`src/hw/mprab_defines.vh`:
```
// Register offsets, field positions, reset values and timing for the region attribute bank
`ifndef MPRAB_DEFINES_VH
`define MPRAB_DEFINES_VH

// Register byte offsets
`define MPRAB_OFF_SELECT      8'h00
`define MPRAB_OFF_BASE        8'h04
`define MPRAB_OFF_LIMIT       8'h08
`define MPRAB_OFF_BASE_A1     8'h0C
`define MPRAB_OFF_LIMIT_A1    8'h10
`define MPRAB_OFF_BASE_A2     8'h14
`define MPRAB_OFF_LIMIT_A2    8'h18
`define MPRAB_OFF_BASE_A3     8'h1C
`define MPRAB_OFF_LIMIT_A3    8'h20
`define MPRAB_OFF_ATTR_LOW    8'h24
`define MPRAB_OFF_ATTR_HIGH   8'h28
`define MPRAB_OFF_CHECK_STAT  8'h2C

// Base register fields
`define MPRAB_ADDR_HI         31
`define MPRAB_ADDR_LO         5
`define MPRAB_SHARE_HI        4
`define MPRAB_SHARE_LO        3
`define MPRAB_PERM_HI         2
`define MPRAB_PERM_LO         1
`define MPRAB_EXEC_NEVER_BIT  0

// Limit register fields
`define MPRAB_RSVD_BIT        4
`define MPRAB_IDX_HI          3
`define MPRAB_IDX_LO          1
`define MPRAB_EN_BIT          0
`define MPRAB_LIMIT_WMASK     32'hFFFFFFEF

// Address expansion of the bound fields
`define MPRAB_BASE_FILL       5'h00
`define MPRAB_LIMIT_FILL      5'h1F

// Attribute byte format
`define MPRAB_DEVICE_NIBBLE   4'h0
`define MPRAB_SHARE_NONE      2'h0

// Reset values
`define MPRAB_RST_WORD        32'h00000000
`define MPRAB_RST_SELECT      8'h00

// Lookup latency in clock cycles
`define MPRAB_CHECK_LATENCY   1

`endif

```
`src/hw/mprab_bank.v`:
```
// Region descriptor and attribute bank with a registered access check
`default_nettype none
`include "mprab_defines.vh"

////////////////////////////////////////////////////////////////////////////////
// Summary of operation
// - Base register acts on selected region
// - Base bits 31:5, zero-filled low bits
// - Shareability field bits 4:3 reported
// - Device memory forces shareability ignored
// - Access permission bits 2:1 checked
// - Execute-never bit 0 refuses fetch
// - Base aliases use select 7:2 with n
// - Limit aliases use select 7:2 with n
// - Limit bits 31:5 filled with 0x1F
// - Attribute index bits 3:1 picks byte
// - Limit bit 0 enables region
// - Low indirection holds attributes 0-3
// - High indirection holds attributes 4-7
// - Base and limit banked per security
// - Indirection registers banked per security
// - Select register chooses accessed region
// - Zero upper nibble means device memory
// - Non-zero upper nibble means normal memory
// - Permission breach raises management fault
module mprab_bank #(
  parameter REGION_BITS = 3
) (
  // Clock and reset
  input  wire        sys_clk_i,
  input  wire        rst_i,
  // Register port
  input  wire [7:0]  reg_addr_i,
  input  wire [31:0] reg_wdata_i,
  input  wire        reg_wr_i,
  input  wire        reg_rd_i,
  input  wire        reg_secure_i,
  output reg  [31:0] reg_rdata_o,
  // Access check request
  input  wire        chk_valid_i,
  input  wire [31:0] chk_addr_i,
  input  wire        chk_secure_i,
  input  wire        chk_priv_i,
  input  wire        chk_write_i,
  input  wire        chk_fetch_i,
  // Access check answer
  output reg         chk_done_o,
  output reg         chk_hit_o,
  output reg  [7:0]  chk_region_o,
  output reg         chk_fault_o,
  output reg  [7:0]  chk_attr_o,
  output reg         chk_device_o,
  output reg  [1:0]  chk_device_order_o,
  output reg  [1:0]  chk_share_o
);

  localparam NUM_REGIONS = 1 << REGION_BITS;
  localparam SLOTS       = 2 * NUM_REGIONS;

  ////////////////////////////////////////////////////////////////////////////////
  // Storage: one bank per security state, secure bank in the upper half
  // Slot index is {security, region}; the select register is banked too,
  // so each world keeps its own notion of the current region.
  // Storage is flops, not RAM: the scan below reads every slot of one bank at once.
  reg [31:0] base_mem [0:SLOTS-1];
  reg [31:0] limit_mem [0:SLOTS-1];
  reg [31:0] attr_lo_reg [0:1];
  reg [31:0] attr_hi_reg [0:1];
  reg [7:0]  select_reg [0:1];
  reg [31:0] check_stat_reg;

  // Reset sweep index
  integer i;
  // Region scan index, kept apart so each loop variable has one driver
  integer j;

  ////////////////////////////////////////////////////////////////////////////////
  // Register decode
  // Offset map, every window but 0x2C banked by the access security state:
  //   0x00 select, upper bits read zero
  //   0x04 base and 0x08 limit of the selected region
  //   0x0C/0x10, 0x14/0x18, 0x1C/0x20 base/limit aliases 1 to 3
  //   0x24 low and 0x28 high attribute words
  //   0x2C check status, read only
  // Anything else is ignored on write and reads zero
  reg                 is_base;
  reg                 is_limit;
  reg                 is_alias;
  reg [1:0]           alias_n;
  reg [7:0]           tgt_region;
  reg                 tgt_valid;
  reg [REGION_BITS:0] tgt_slot;
  reg [7:0]           cur_select;

  // Aliases reach three regions at a time without touching the select register
  // One select write with low bits zero opens a group of four regions, so software can
  // program a whole group without rewriting the select register
  always @* begin
    is_base    = 1'b0;
    is_limit   = 1'b0;
    is_alias   = 1'b1;
    alias_n    = 2'h0;
    cur_select = select_reg[reg_secure_i];
    case (reg_addr_i)
      `MPRAB_OFF_BASE: begin
        is_base  = 1'b1;
        is_alias = 1'b0;
      end
      `MPRAB_OFF_LIMIT: begin
        is_limit = 1'b1;
        is_alias = 1'b0;
      end
      `MPRAB_OFF_BASE_A1: begin
        is_base = 1'b1;
        alias_n = 2'h1;
      end
      `MPRAB_OFF_LIMIT_A1: begin
        is_limit = 1'b1;
        alias_n  = 2'h1;
      end
      `MPRAB_OFF_BASE_A2: begin
        is_base = 1'b1;
        alias_n = 2'h2;
      end
      `MPRAB_OFF_LIMIT_A2: begin
        is_limit = 1'b1;
        alias_n  = 2'h2;
      end
      `MPRAB_OFF_BASE_A3: begin
        is_base = 1'b1;
        alias_n = 2'h3;
      end
      `MPRAB_OFF_LIMIT_A3: begin
        is_limit = 1'b1;
        alias_n  = 2'h3;
      end
      default: begin
        is_alias = 1'b0;
      end
    endcase
    // Direct windows follow the select register, aliases replace its low bits
    if (is_alias) begin
      tgt_region = {cur_select[7:2], alias_n};
    end else begin
      tgt_region = cur_select;
    end
    // Regions beyond the implemented count ignore writes and read zero
    tgt_valid = ((tgt_region >> REGION_BITS) == 8'h00);
    tgt_slot  = {reg_secure_i, tgt_region[REGION_BITS-1:0]};
  end

  ////////////////////////////////////////////////////////////////////////////////
  // Register writes
  // Writes land at the strobe edge, so a read strobed in the next cycle
  // already sees them. Limit bit 4 is masked here rather than on read.
  always @(posedge sys_clk_i) begin
    if (rst_i) begin
      for (i = 0; i < SLOTS; i = i + 1) begin
        base_mem[i]  <= `MPRAB_RST_WORD;
        limit_mem[i] <= `MPRAB_RST_WORD;
      end
      for (i = 0; i < 2; i = i + 1) begin
        attr_lo_reg[i] <= `MPRAB_RST_WORD;
        attr_hi_reg[i] <= `MPRAB_RST_WORD;
        select_reg[i]  <= `MPRAB_RST_SELECT;
      end
    end else if (reg_wr_i) begin
      if (reg_addr_i == `MPRAB_OFF_SELECT) begin
        select_reg[reg_secure_i] <= reg_wdata_i[7:0];
      end
      if (is_base && tgt_valid) begin
        base_mem[tgt_slot] <= reg_wdata_i;
      end
      if (is_limit && tgt_valid) begin
        limit_mem[tgt_slot] <= reg_wdata_i & `MPRAB_LIMIT_WMASK;
      end
      if (reg_addr_i == `MPRAB_OFF_ATTR_LOW) begin
        attr_lo_reg[reg_secure_i] <= reg_wdata_i;
      end
      if (reg_addr_i == `MPRAB_OFF_ATTR_HIGH) begin
        attr_hi_reg[reg_secure_i] <= reg_wdata_i;
      end
    end
  end

  ////////////////////////////////////////////////////////////////////////////////
  // Register reads, data stand one cycle after the strobe
  // The read mux uses the same target as the writes, so a refused
  // region reads zero through every window
  reg [31:0] rdata_next;

  always @* begin
    rdata_next = `MPRAB_RST_WORD;
    if (reg_rd_i) begin
      if (reg_addr_i == `MPRAB_OFF_SELECT) begin
        rdata_next = {24'h000000, cur_select};
      end else if (is_base && tgt_valid) begin
        rdata_next = base_mem[tgt_slot];
      end else if (is_limit && tgt_valid) begin
        rdata_next = limit_mem[tgt_slot];
      end else if (reg_addr_i == `MPRAB_OFF_ATTR_LOW) begin
        rdata_next = attr_lo_reg[reg_secure_i];
      end else if (reg_addr_i == `MPRAB_OFF_ATTR_HIGH) begin
        rdata_next = attr_hi_reg[reg_secure_i];
      end else if (reg_addr_i == `MPRAB_OFF_CHECK_STAT) begin
        rdata_next = check_stat_reg;
      end
    end
  end

  // Unmapped offsets read zero; read data is zero outside the answer cycle
  always @(posedge sys_clk_i) begin
    if (rst_i) begin
      reg_rdata_o <= `MPRAB_RST_WORD;
    end else begin
      reg_rdata_o <= rdata_next;
    end
  end

  ////////////////////////////////////////////////////////////////////////////////
  // Region match: highest-numbered matching region wins on overlap
  reg [REGION_BITS:0] scan_slot;
  reg [31:0]          lo_bound;
  reg [31:0]          hi_bound;
  reg                 hit_next;
  reg [7:0]           region_next;
  reg [31:0]          hit_base;
  reg [31:0]          hit_limit;

  // The scan is a linear compare chain over all regions of one bank.
  // Its depth grows with the region count; far beyond eight regions a
  // pipelined or tree compare would be needed to hold timing.
  always @* begin
    hit_next    = 1'b0;
    region_next = 8'h00;
    hit_base    = `MPRAB_RST_WORD;
    hit_limit   = `MPRAB_RST_WORD;
    scan_slot   = {(REGION_BITS+1){1'b0}};
    lo_bound    = `MPRAB_RST_WORD;
    hi_bound    = `MPRAB_RST_WORD;
    for (j = 0; j < NUM_REGIONS; j = j + 1) begin
      scan_slot = {chk_secure_i, j[REGION_BITS-1:0]};
      lo_bound  = {base_mem[scan_slot][`MPRAB_ADDR_HI:`MPRAB_ADDR_LO],
                   `MPRAB_BASE_FILL};
      hi_bound  = {limit_mem[scan_slot][`MPRAB_ADDR_HI:`MPRAB_ADDR_LO],
                   `MPRAB_LIMIT_FILL};
      // Both bounds inclusive, disabled regions never match
      if (limit_mem[scan_slot][`MPRAB_EN_BIT] && (chk_addr_i >= lo_bound) &&
          (chk_addr_i <= hi_bound)) begin
        hit_next    = 1'b1;
        region_next = j[7:0];
        hit_base    = base_mem[scan_slot];
        hit_limit   = limit_mem[scan_slot];
      end
    end
  end

  ////////////////////////////////////////////////////////////////////////////////
  // Attribute lookup and permission check
  // Device detection looks at the upper nibble only; the lower nibble
  // of a normal byte is passed through untouched
  reg [2:0]  attr_idx;
  reg [31:0] attr_word;
  reg [7:0]  attr_next;
  reg        device_next;
  reg [1:0]  perm_field;
  reg        fault_next;
  reg [1:0]  share_next;

  always @* begin
    attr_idx  = hit_limit[`MPRAB_IDX_HI:`MPRAB_IDX_LO];
    // Index 0-3 from the low word, 4-7 from the high word
    if (attr_idx[2]) begin
      attr_word = attr_hi_reg[chk_secure_i];
    end else begin
      attr_word = attr_lo_reg[chk_secure_i];
    end
    attr_next   = attr_word[{attr_idx[1:0], 3'h0} +: 8];
    device_next = (attr_next[7:4] == `MPRAB_DEVICE_NIBBLE);
    // Sharing domain means nothing for device memory, so report none
    if (device_next) begin
      share_next = `MPRAB_SHARE_NONE;
    end else begin
      share_next = hit_base[`MPRAB_SHARE_HI:`MPRAB_SHARE_LO];
    end
    perm_field = hit_base[`MPRAB_PERM_HI:`MPRAB_PERM_LO];
    // No background map: an access that matches no region faults.
    // Otherwise the first breach found faults the access:
    //   unprivileged use of a privileged-only region,
    //   a write to a read-only region,
    //   a fetch from an execute-never region.
    // Fetch needs read permission too, which the privilege test covers.
    fault_next = 1'b0;
    if (!hit_next) begin
      fault_next = 1'b1;
    end else if (!chk_priv_i && !perm_field[0]) begin
      fault_next = 1'b1;
    end else if (chk_write_i && perm_field[1]) begin
      fault_next = 1'b1;
    end else if (chk_fetch_i && hit_base[`MPRAB_EXEC_NEVER_BIT]) begin
      fault_next = 1'b1;
    end
  end

  ////////////////////////////////////////////////////////////////////////////////
  // Check answer, one cycle after the request, held until the next request
  // Results are held between requests so a slow consumer can take them late;
  // only the done pulse marks a fresh answer
  always @(posedge sys_clk_i) begin
    if (rst_i) begin
      chk_done_o         <= 1'b0;
      chk_hit_o          <= 1'b0;
      chk_region_o       <= 8'h00;
      chk_fault_o        <= 1'b0;
      chk_attr_o         <= 8'h00;
      chk_device_o       <= 1'b0;
      chk_device_order_o <= 2'h0;
      chk_share_o        <= 2'h0;
      check_stat_reg     <= `MPRAB_RST_WORD;
    end else begin
      chk_done_o <= chk_valid_i;
      if (chk_valid_i) begin
        chk_hit_o          <= hit_next;
        chk_region_o       <= region_next;
        chk_fault_o        <= fault_next;
        chk_attr_o         <= attr_next;
        chk_device_o       <= device_next;
        chk_device_order_o <= device_next ? attr_next[3:2] : 2'h0;
        chk_share_o        <= share_next;
        // Software sees the outcome of the most recent check:
        //   [31:24] attribute byte, [17:16] sharing domain,
        //   [15:8] region, [2] device, [1] fault, [0] hit
        // A miss still reports the byte of index 0; ignore it when hit is low
        check_stat_reg <= {attr_next, 6'h00, share_next, region_next,
                           5'h00, device_next, fault_next, hit_next};
      end
    end
  end

endmodule

`default_nettype wire

```
`config.mk`:
```
export PLATFORM = sky130hd
export DESIGN_NAME = mprab_bank
export DESIGN_NICKNAME = d
export VERILOG_FILES = /design/src/hw/mprab_bank.v
export VERILOG_INCLUDE_DIRS = /design/src /design/src/hw
export SDC_FILE = /design/constraint.sdc
export NUM_CORES = 2
export LEC_CHECK = 0
export BUFFER_PORTS_ARGS = -buffer_cell sky130_fd_sc_hd__buf_2
export CORE_UTILIZATION = 40
export CTS_BUF_LIST = sky130_fd_sc_hd__clkbuf_4 sky130_fd_sc_hd__clkbuf_8 sky130_fd_sc_hd__clkbuf_16
export DETAILED_ROUTE_END_ITERATION = 8
export GPL_TIMING_DRIVEN = 0
export PLACE_DENSITY_LB_ADDON = 0.12
export SLEW_MARGIN = 30
export SYNTH_ARGS = -nofsm -noshare
export SYNTH_HDL_FRONTEND = slang
export SYNTH_SLANG_ARGS = --single-unit
```
`constraint.sdc`:
```
create_clock -name sys_clk_i -period 10.05 [get_ports sys_clk_i]
set_clock_uncertainty 0.1 [all_clocks]
set_input_delay 1.005 -clock sys_clk_i [delete_from_list [all_inputs] [get_ports sys_clk_i]]
set_output_delay 1.005 -clock sys_clk_i [all_outputs]
set_load 0.01 [all_outputs]
```
---- Yosys cells after proc, flatten, opt, wreduce, memory -nomap -nowiden ----
Memories as Yosys holds them, arrays and structs flattened.
Index checks and enable logic that the tools add are counted.
cells by class
  reduce and logical (&&, ||, !) cells .... 39
  bitwise operators ....................... 1
  equality and inequality tests ........... 11
  multiplexer cells ....................... 86
  shift-type cells ........................ 1
  magnitude comparators ................... 16
operator list
  cell                  count
  $mux W32              9
  $ge A32 B32 Y1        8
  $le A32 B32 Y1        8
  $reduce_or A32 Y1     3
  $mux W8               8
  $mux W1               46
  $mux W4               10
  $mux W5               8
  $eq A8 B5 Y1 const B  4
  $eq A8 B6 Y1 const B  4
  $shiftx A32 B6 Y8     1
  $mux W31              1
  $reduce_or A31 Y1     1
  $logic_and A1 B1 Y1   21
  $eq A8 B4 Y1 const B  2
  $logic_not A8 Y1      2
  $eq A8 B3 Y1 const B  1
  $reduce_or A2 Y1      4
  $reduce_or A4 Y1      2
  $reduce_or A8 Y1      1
  $mux W2               3
  $pmux W2 S3           1
  $reduce_or A6 Y1      1
  $logic_not A4 Y1      1
  3 further kinds       4
word-level totals
  register bits after elaboration ......... 77
  memories kept ........................... 5
  output and inout bits ................... 56
  input bits .............................. 82
  word-level logic and storage cells ...... 170
  RAM bits ................................ 1152
memory list
  name         words  bits a word  read ports  clocked after memory_dff  write ports  RTL line         source
  base_mem     16     32           9           0                         16           mprab_bank.v:65  reg [31:0] base_mem [0:SLOTS-1];
  limit_mem    16     31           9           0                         16           mprab_bank.v:66  reg [31:0] limit_mem [0:SLOTS-1];
  attr_hi_reg  2      32           2           0                         2            mprab_bank.v:68  reg [31:0] attr_hi_reg [0:1];
  attr_lo_reg  2      32           2           0                         2            mprab_bank.v:67  reg [31:0] attr_lo_reg [0:1];
  select_reg   2      8            1           0                         2            mprab_bank.v:69  reg [7:0] select_reg [0:1];

---- Logic depth before layout (Yosys ltp) ----
An unclocked memory read counts as a cell.
  depth after elaboration ................. 17
  depth in mapped cells ................... 30
  mapped depth without buffers ............ 16

---- Least setup slack after synthesis ----
Ideal clock, no wire load.
  path kind ............................... input to register
  start ................................... input chk_secure_i
  end ..................................... register chk_attr_o[2]
  path buffers ............................ 15
  setup time .............................. 128 ps
  required time ........................... 9822 ps
  cell stages on the path ................. 30
  arrival time ............................ 7872 ps
  slack ................................... 1950 ps
  path through ............................ buf_6 clkbuf_1 buf_2 buf_2 buf_2 buf_1 buf_2 buf_1 clkbuf_1 clkbuf_1 buf_2 mux2i_1 ha_1 a21oi_1 o21ai_1 a221oi_1 o211ai_1 a41o_1 and3_1 buf_2 a2111oi_0 o211a_1 a211o_1 buf_6 buf_4 buf_4 mux4_2 a221o_1 mux2i_1 nor2_1
on the way
  word-level cells in the longest chain between the ends .. 14
  elaborated cells on any way between the ends .. 46
  those cells by class .................... order compare: 16; shift: 1; mux: 9; reduce/logical: 16; memory: 4
RTL lines
  item                              RTL line          source
  from (decl)                       mprab_bank.v:42   input wire chk_secure_i,
  $mem_v2 Z16 W32                   -
  $ge A32 B32 Y1                    mprab_bank.v:248  if (limit_mem[scan_slot][`MPRAB_EN_BIT] && (chk_addr_i >= lo_bound) &&
  $logic_and A1 B1 Y1 (2 in a row)  mprab_bank.v:248
  $mux W4 (8 in a row)              mprab_bank.v:248
  $mux W32                          mprab_bank.v:273  if (attr_idx[2]) begin
  $shiftx A32 B6 Y8 (*)             mprab_bank.v:278  attr_next = attr_word[{attr_idx[1:0], 3'h0} +: 8];
  to (signal assigned)              mprab_bank.v:326  chk_attr_o <= attr_next;
  to (decl)                         mprab_bank.v:51   output reg [7:0] chk_attr_o,
Mark *: on every way between the ends. The rest lies on a longest branch, timed or not.
A chain may end at the register's enable or synchronous reset.

---- Final worst setup path ----
  start ................................... input chk_secure_i
  end ..................................... register chk_share_o[0]
on the way
  word-level cells in the longest chain between the ends .. 16
  elaborated cells on any way between the ends .. 56
  those cells by class .................... order compare: 16; shift: 1; mux: 18; reduce/logical: 17; memory: 4
RTL lines
  item                               RTL line          source
  $mem_v2 Z16 W32                    -
  $ge A32 B32 Y1                     mprab_bank.v:248
  $logic_and A1 B1 Y1 (2 in a row)   mprab_bank.v:248
  $mux W4 (8 in a row)               mprab_bank.v:248
  $mux W32                           mprab_bank.v:273
  $shiftx A32 B6 Y8                  mprab_bank.v:278
  $logic_not A4 Y1 (no source line)  -
  $mux W2 (*)                        mprab_bank.v:281  if (device_next) begin
  to (signal assigned)               mprab_bank.v:329  chk_share_o <= share_next;
  to (decl)                          mprab_bank.v:54   output reg [1:0] chk_share_o
Marks and branches as above.

==> impl_metrics.ini <==
[route]
firstDrtPassIters = 8
drt_iter0_drc = 8823
routed_wl_um = 360000
drc = 0
wire_per_inst_um = 42.7
vias = 55425
detail-route-antenna-nets = 0
drt-vias-per-instance = 6.58

[yosys]
synthTopCellsByCount = edfxtp_1 (1152), and2_1 (1097), mux2i_1 (600)
synthAdderAreaFrac_pct = 7.69
synth_top_cell_area_share_pct = 49.2
synth_area_um2 = 70300
yosys.area.top_type = edfxtp_1
synth-compound-area-share_pct = 7.60
synth.distinct_cells = 84
muxShareOfSynthArea_pct = 16.2
ys_warn_count = 0
yosysSeqAreaShare_pct = 50.7
ys_seq_elements = 1203
synth.most_common_cell = edfxtp_1
synth-main-ff-cell = edfxtp_1
syn_inst = 5622
synth_xor_xnor_area_share_pct = 0.0249
avgSynthCellArea_um2 = 12.5
synth-simple-area-share_pct = 15.2
synthArstFlopShare_pct = 0
synth_top_family_by_area = multiplexers
synth-edff-count = 1152
yosys-top-cells-area = edfxtp_1 (49%), and2_1 (9.8%), mux2i_1 (8.5%)

[sta]
setup_viol = 7
worst_pin_slew_ps = 1220
fmax_ghz = 0.0976
drv_slew = 0
slew_headroom_pct = 17.9
layout_min_cycle_time_ps = 10250
worst_slack_ps = -198
holdWs_ps = 382
fin_crit_sh_pct = 102
hold_violations = 0

[cells_and_area]
fin_nets = 6465
area_delta_synth_final_pct = 14.5
largestRegisters = base_mem x512, limit_mem x496
design_area_um2 = 80500
regArea_um2 = 35600
final_cells = 8420
top_register = base_mem
multi_input_area_um2 = 33300
largest_register_ffs = 512
n_fill_cell = 15956
drive_gt1_share_pct = 16.2

[status]
status = complete, but fails checks
violations = setup timing

[setup_path]
max_stage_delay_ps = 870
cp_max_fo = 16
path_class = in2reg
worstSetupStartpointType = input pin
cpMostUsedCell = buf_2
crit_family = buffers and inverters
slowest_stage = nor2_1
setup.worst_path.end_class = flip-flop
arrival_ps = 10880
crit_buf_inv = 12
cp_data_required_time_ps = 10680

[worst_hold_path]
hp-class = reg2reg

[placed_design]
placed_area_um2 = 75400
port_buffers = 122
finalWeightedCongestion = 1.04
hpwl_um = 268000
pre_cts_slack_ps = -3520
place_inst = 8128

[grt]
grtUsageMet1_pct = 50.9
grt.met3_usage_pct = 12.1
grt_max_degree = 33
grt_pass1_wl_um = 473000
grt_pass1_vias = 52837
gr-max-usage-layer = met2
grt_use_total_pct = 39.7
grt_overflow = 0
grtUsageMet2_pct = 56.7
antenna_found_initial = 46

[clocking]
clk_latency_ps = 860
cts.sinks = 1203
clockBufferDepth = 3
cts_setup_buffers = 0
path_clk_slew_ps = 60
numCtsBuffers = 146
cts-root-buf = clkbuf_16
cts_tree = built
cts_max_level = 4

[floorplan]
die_area_um2 = 177000
die_w_um = 421
rows = 153
start_util_pct = 40.4
io_pins = 138
coreArea_um2 = 174000
die_h_um = 421

[power_and_ir_drop]
ir_worst_vdd_mv = 0.198
power.leakage_uw = 0.0317
fin_total_pwr_uw = 13300
p_per_area_nw_per_um2 = 165

[job]
maxCapViolations = 0
## repair_timing
item,CTS,global route
hold buffers,0,0
gates resized for setup,20,9
pin swaps,1,1
endpoints found under the setup margin,18,10
## tightest hold or removal path: cells and delay by family (launching register included)
kind / cells / cell delay (ps)
DFF: 1 / 310
AOI/OAI and AO/OA: 1 / 70
buffers and inverters: 1 / 50
## final cells by class
class                           instances  area share, %
Antenna cell                           22         0.0684
Buffer                                437           2.42
Clock buffer                          185           4.96
Clock inverter                         85           1.15
Inverter                               15         0.0700
Multi-Input combinational cell       3970           41.3
Sequential cell                      1203           44.2
Tap cell                             2325           3.61
Timing Repair Buffer                  178           2.14
## kinds of logic after synthesis
family / count (synthesis)
AOI/OAI and AO/OA: 792
xor gates and xnor gates: 2
adders and majority gates: 432
buffers and inverters: 453
DFF: 1203
muxes: 857
other: 1
and+or+nand+nor: 1882
## routing by layer
layer | wire [um] | up-vias | share of wire [%]
li1 | - | 22012 | -
met1 | 135000 | 28237 | 38
met2 | 150000 | 4125 | 42
met3 | 44400 | 1027 | 12
met4 | 30300 | 24 | 8.4
met5 | 172 | - | 0.048
## layout by cell type, fill, tap and decap left out, types with 25 or more instances in the layout
cell          n
a211oi_1     45
a21o_1       45
a21oi_1     301
a221oi_1     66
and2_1     1097
and3_1       72
buf_2       198
clkbuf_1    247
clkbuf_16   147
clkbuf_2     88
clkbuf_4     37
clkinv_1     27
clkinv_2     26
dfxtp_1      51
edfxtp_1   1152
ha_1        432
mux2_2       34
mux2i_1     598
mux4_2      218
nand2_1     255
nand3_1      53
nand4_1      70
nor2_1      134
nor3_1       58
o21ai_0      77
o221a_2      25
o221ai_1     47
or2_4        34
## worst paths after layout
path | startpoint | endpoint | slack [ps] | cells after the start
worst max-delay path | chk_secure_i | chk_share_o[0] | -200 | 26
worst min-delay path | chk_device_order_o[0] | chk_device_order_o[0] | 380 | 2
worst max register to register | base_mem[3][28] | chk_attr_o[3] | 3370 | 18
worst min register to register | chk_device_order_o[0] | chk_device_order_o[0] | 380 | 2
## where the power goes
part           switching, uW  total (uW)  internal (uW)
combinational           1370        1980            609
clock                   2390        5590           3210
sequential               101        5720           5620
## metrics by stage
stage	TNS (ps)	utilization (%)
6_report	-874	46.2
5_1_grt	-0.791	46.2
4_1_cts	0	46.1
3_5_place_dp	-50850	43.3
3_3_place_gp	-68180	42.4
2_1_floorplan	0	-
(Power assumes the default switching activity.)
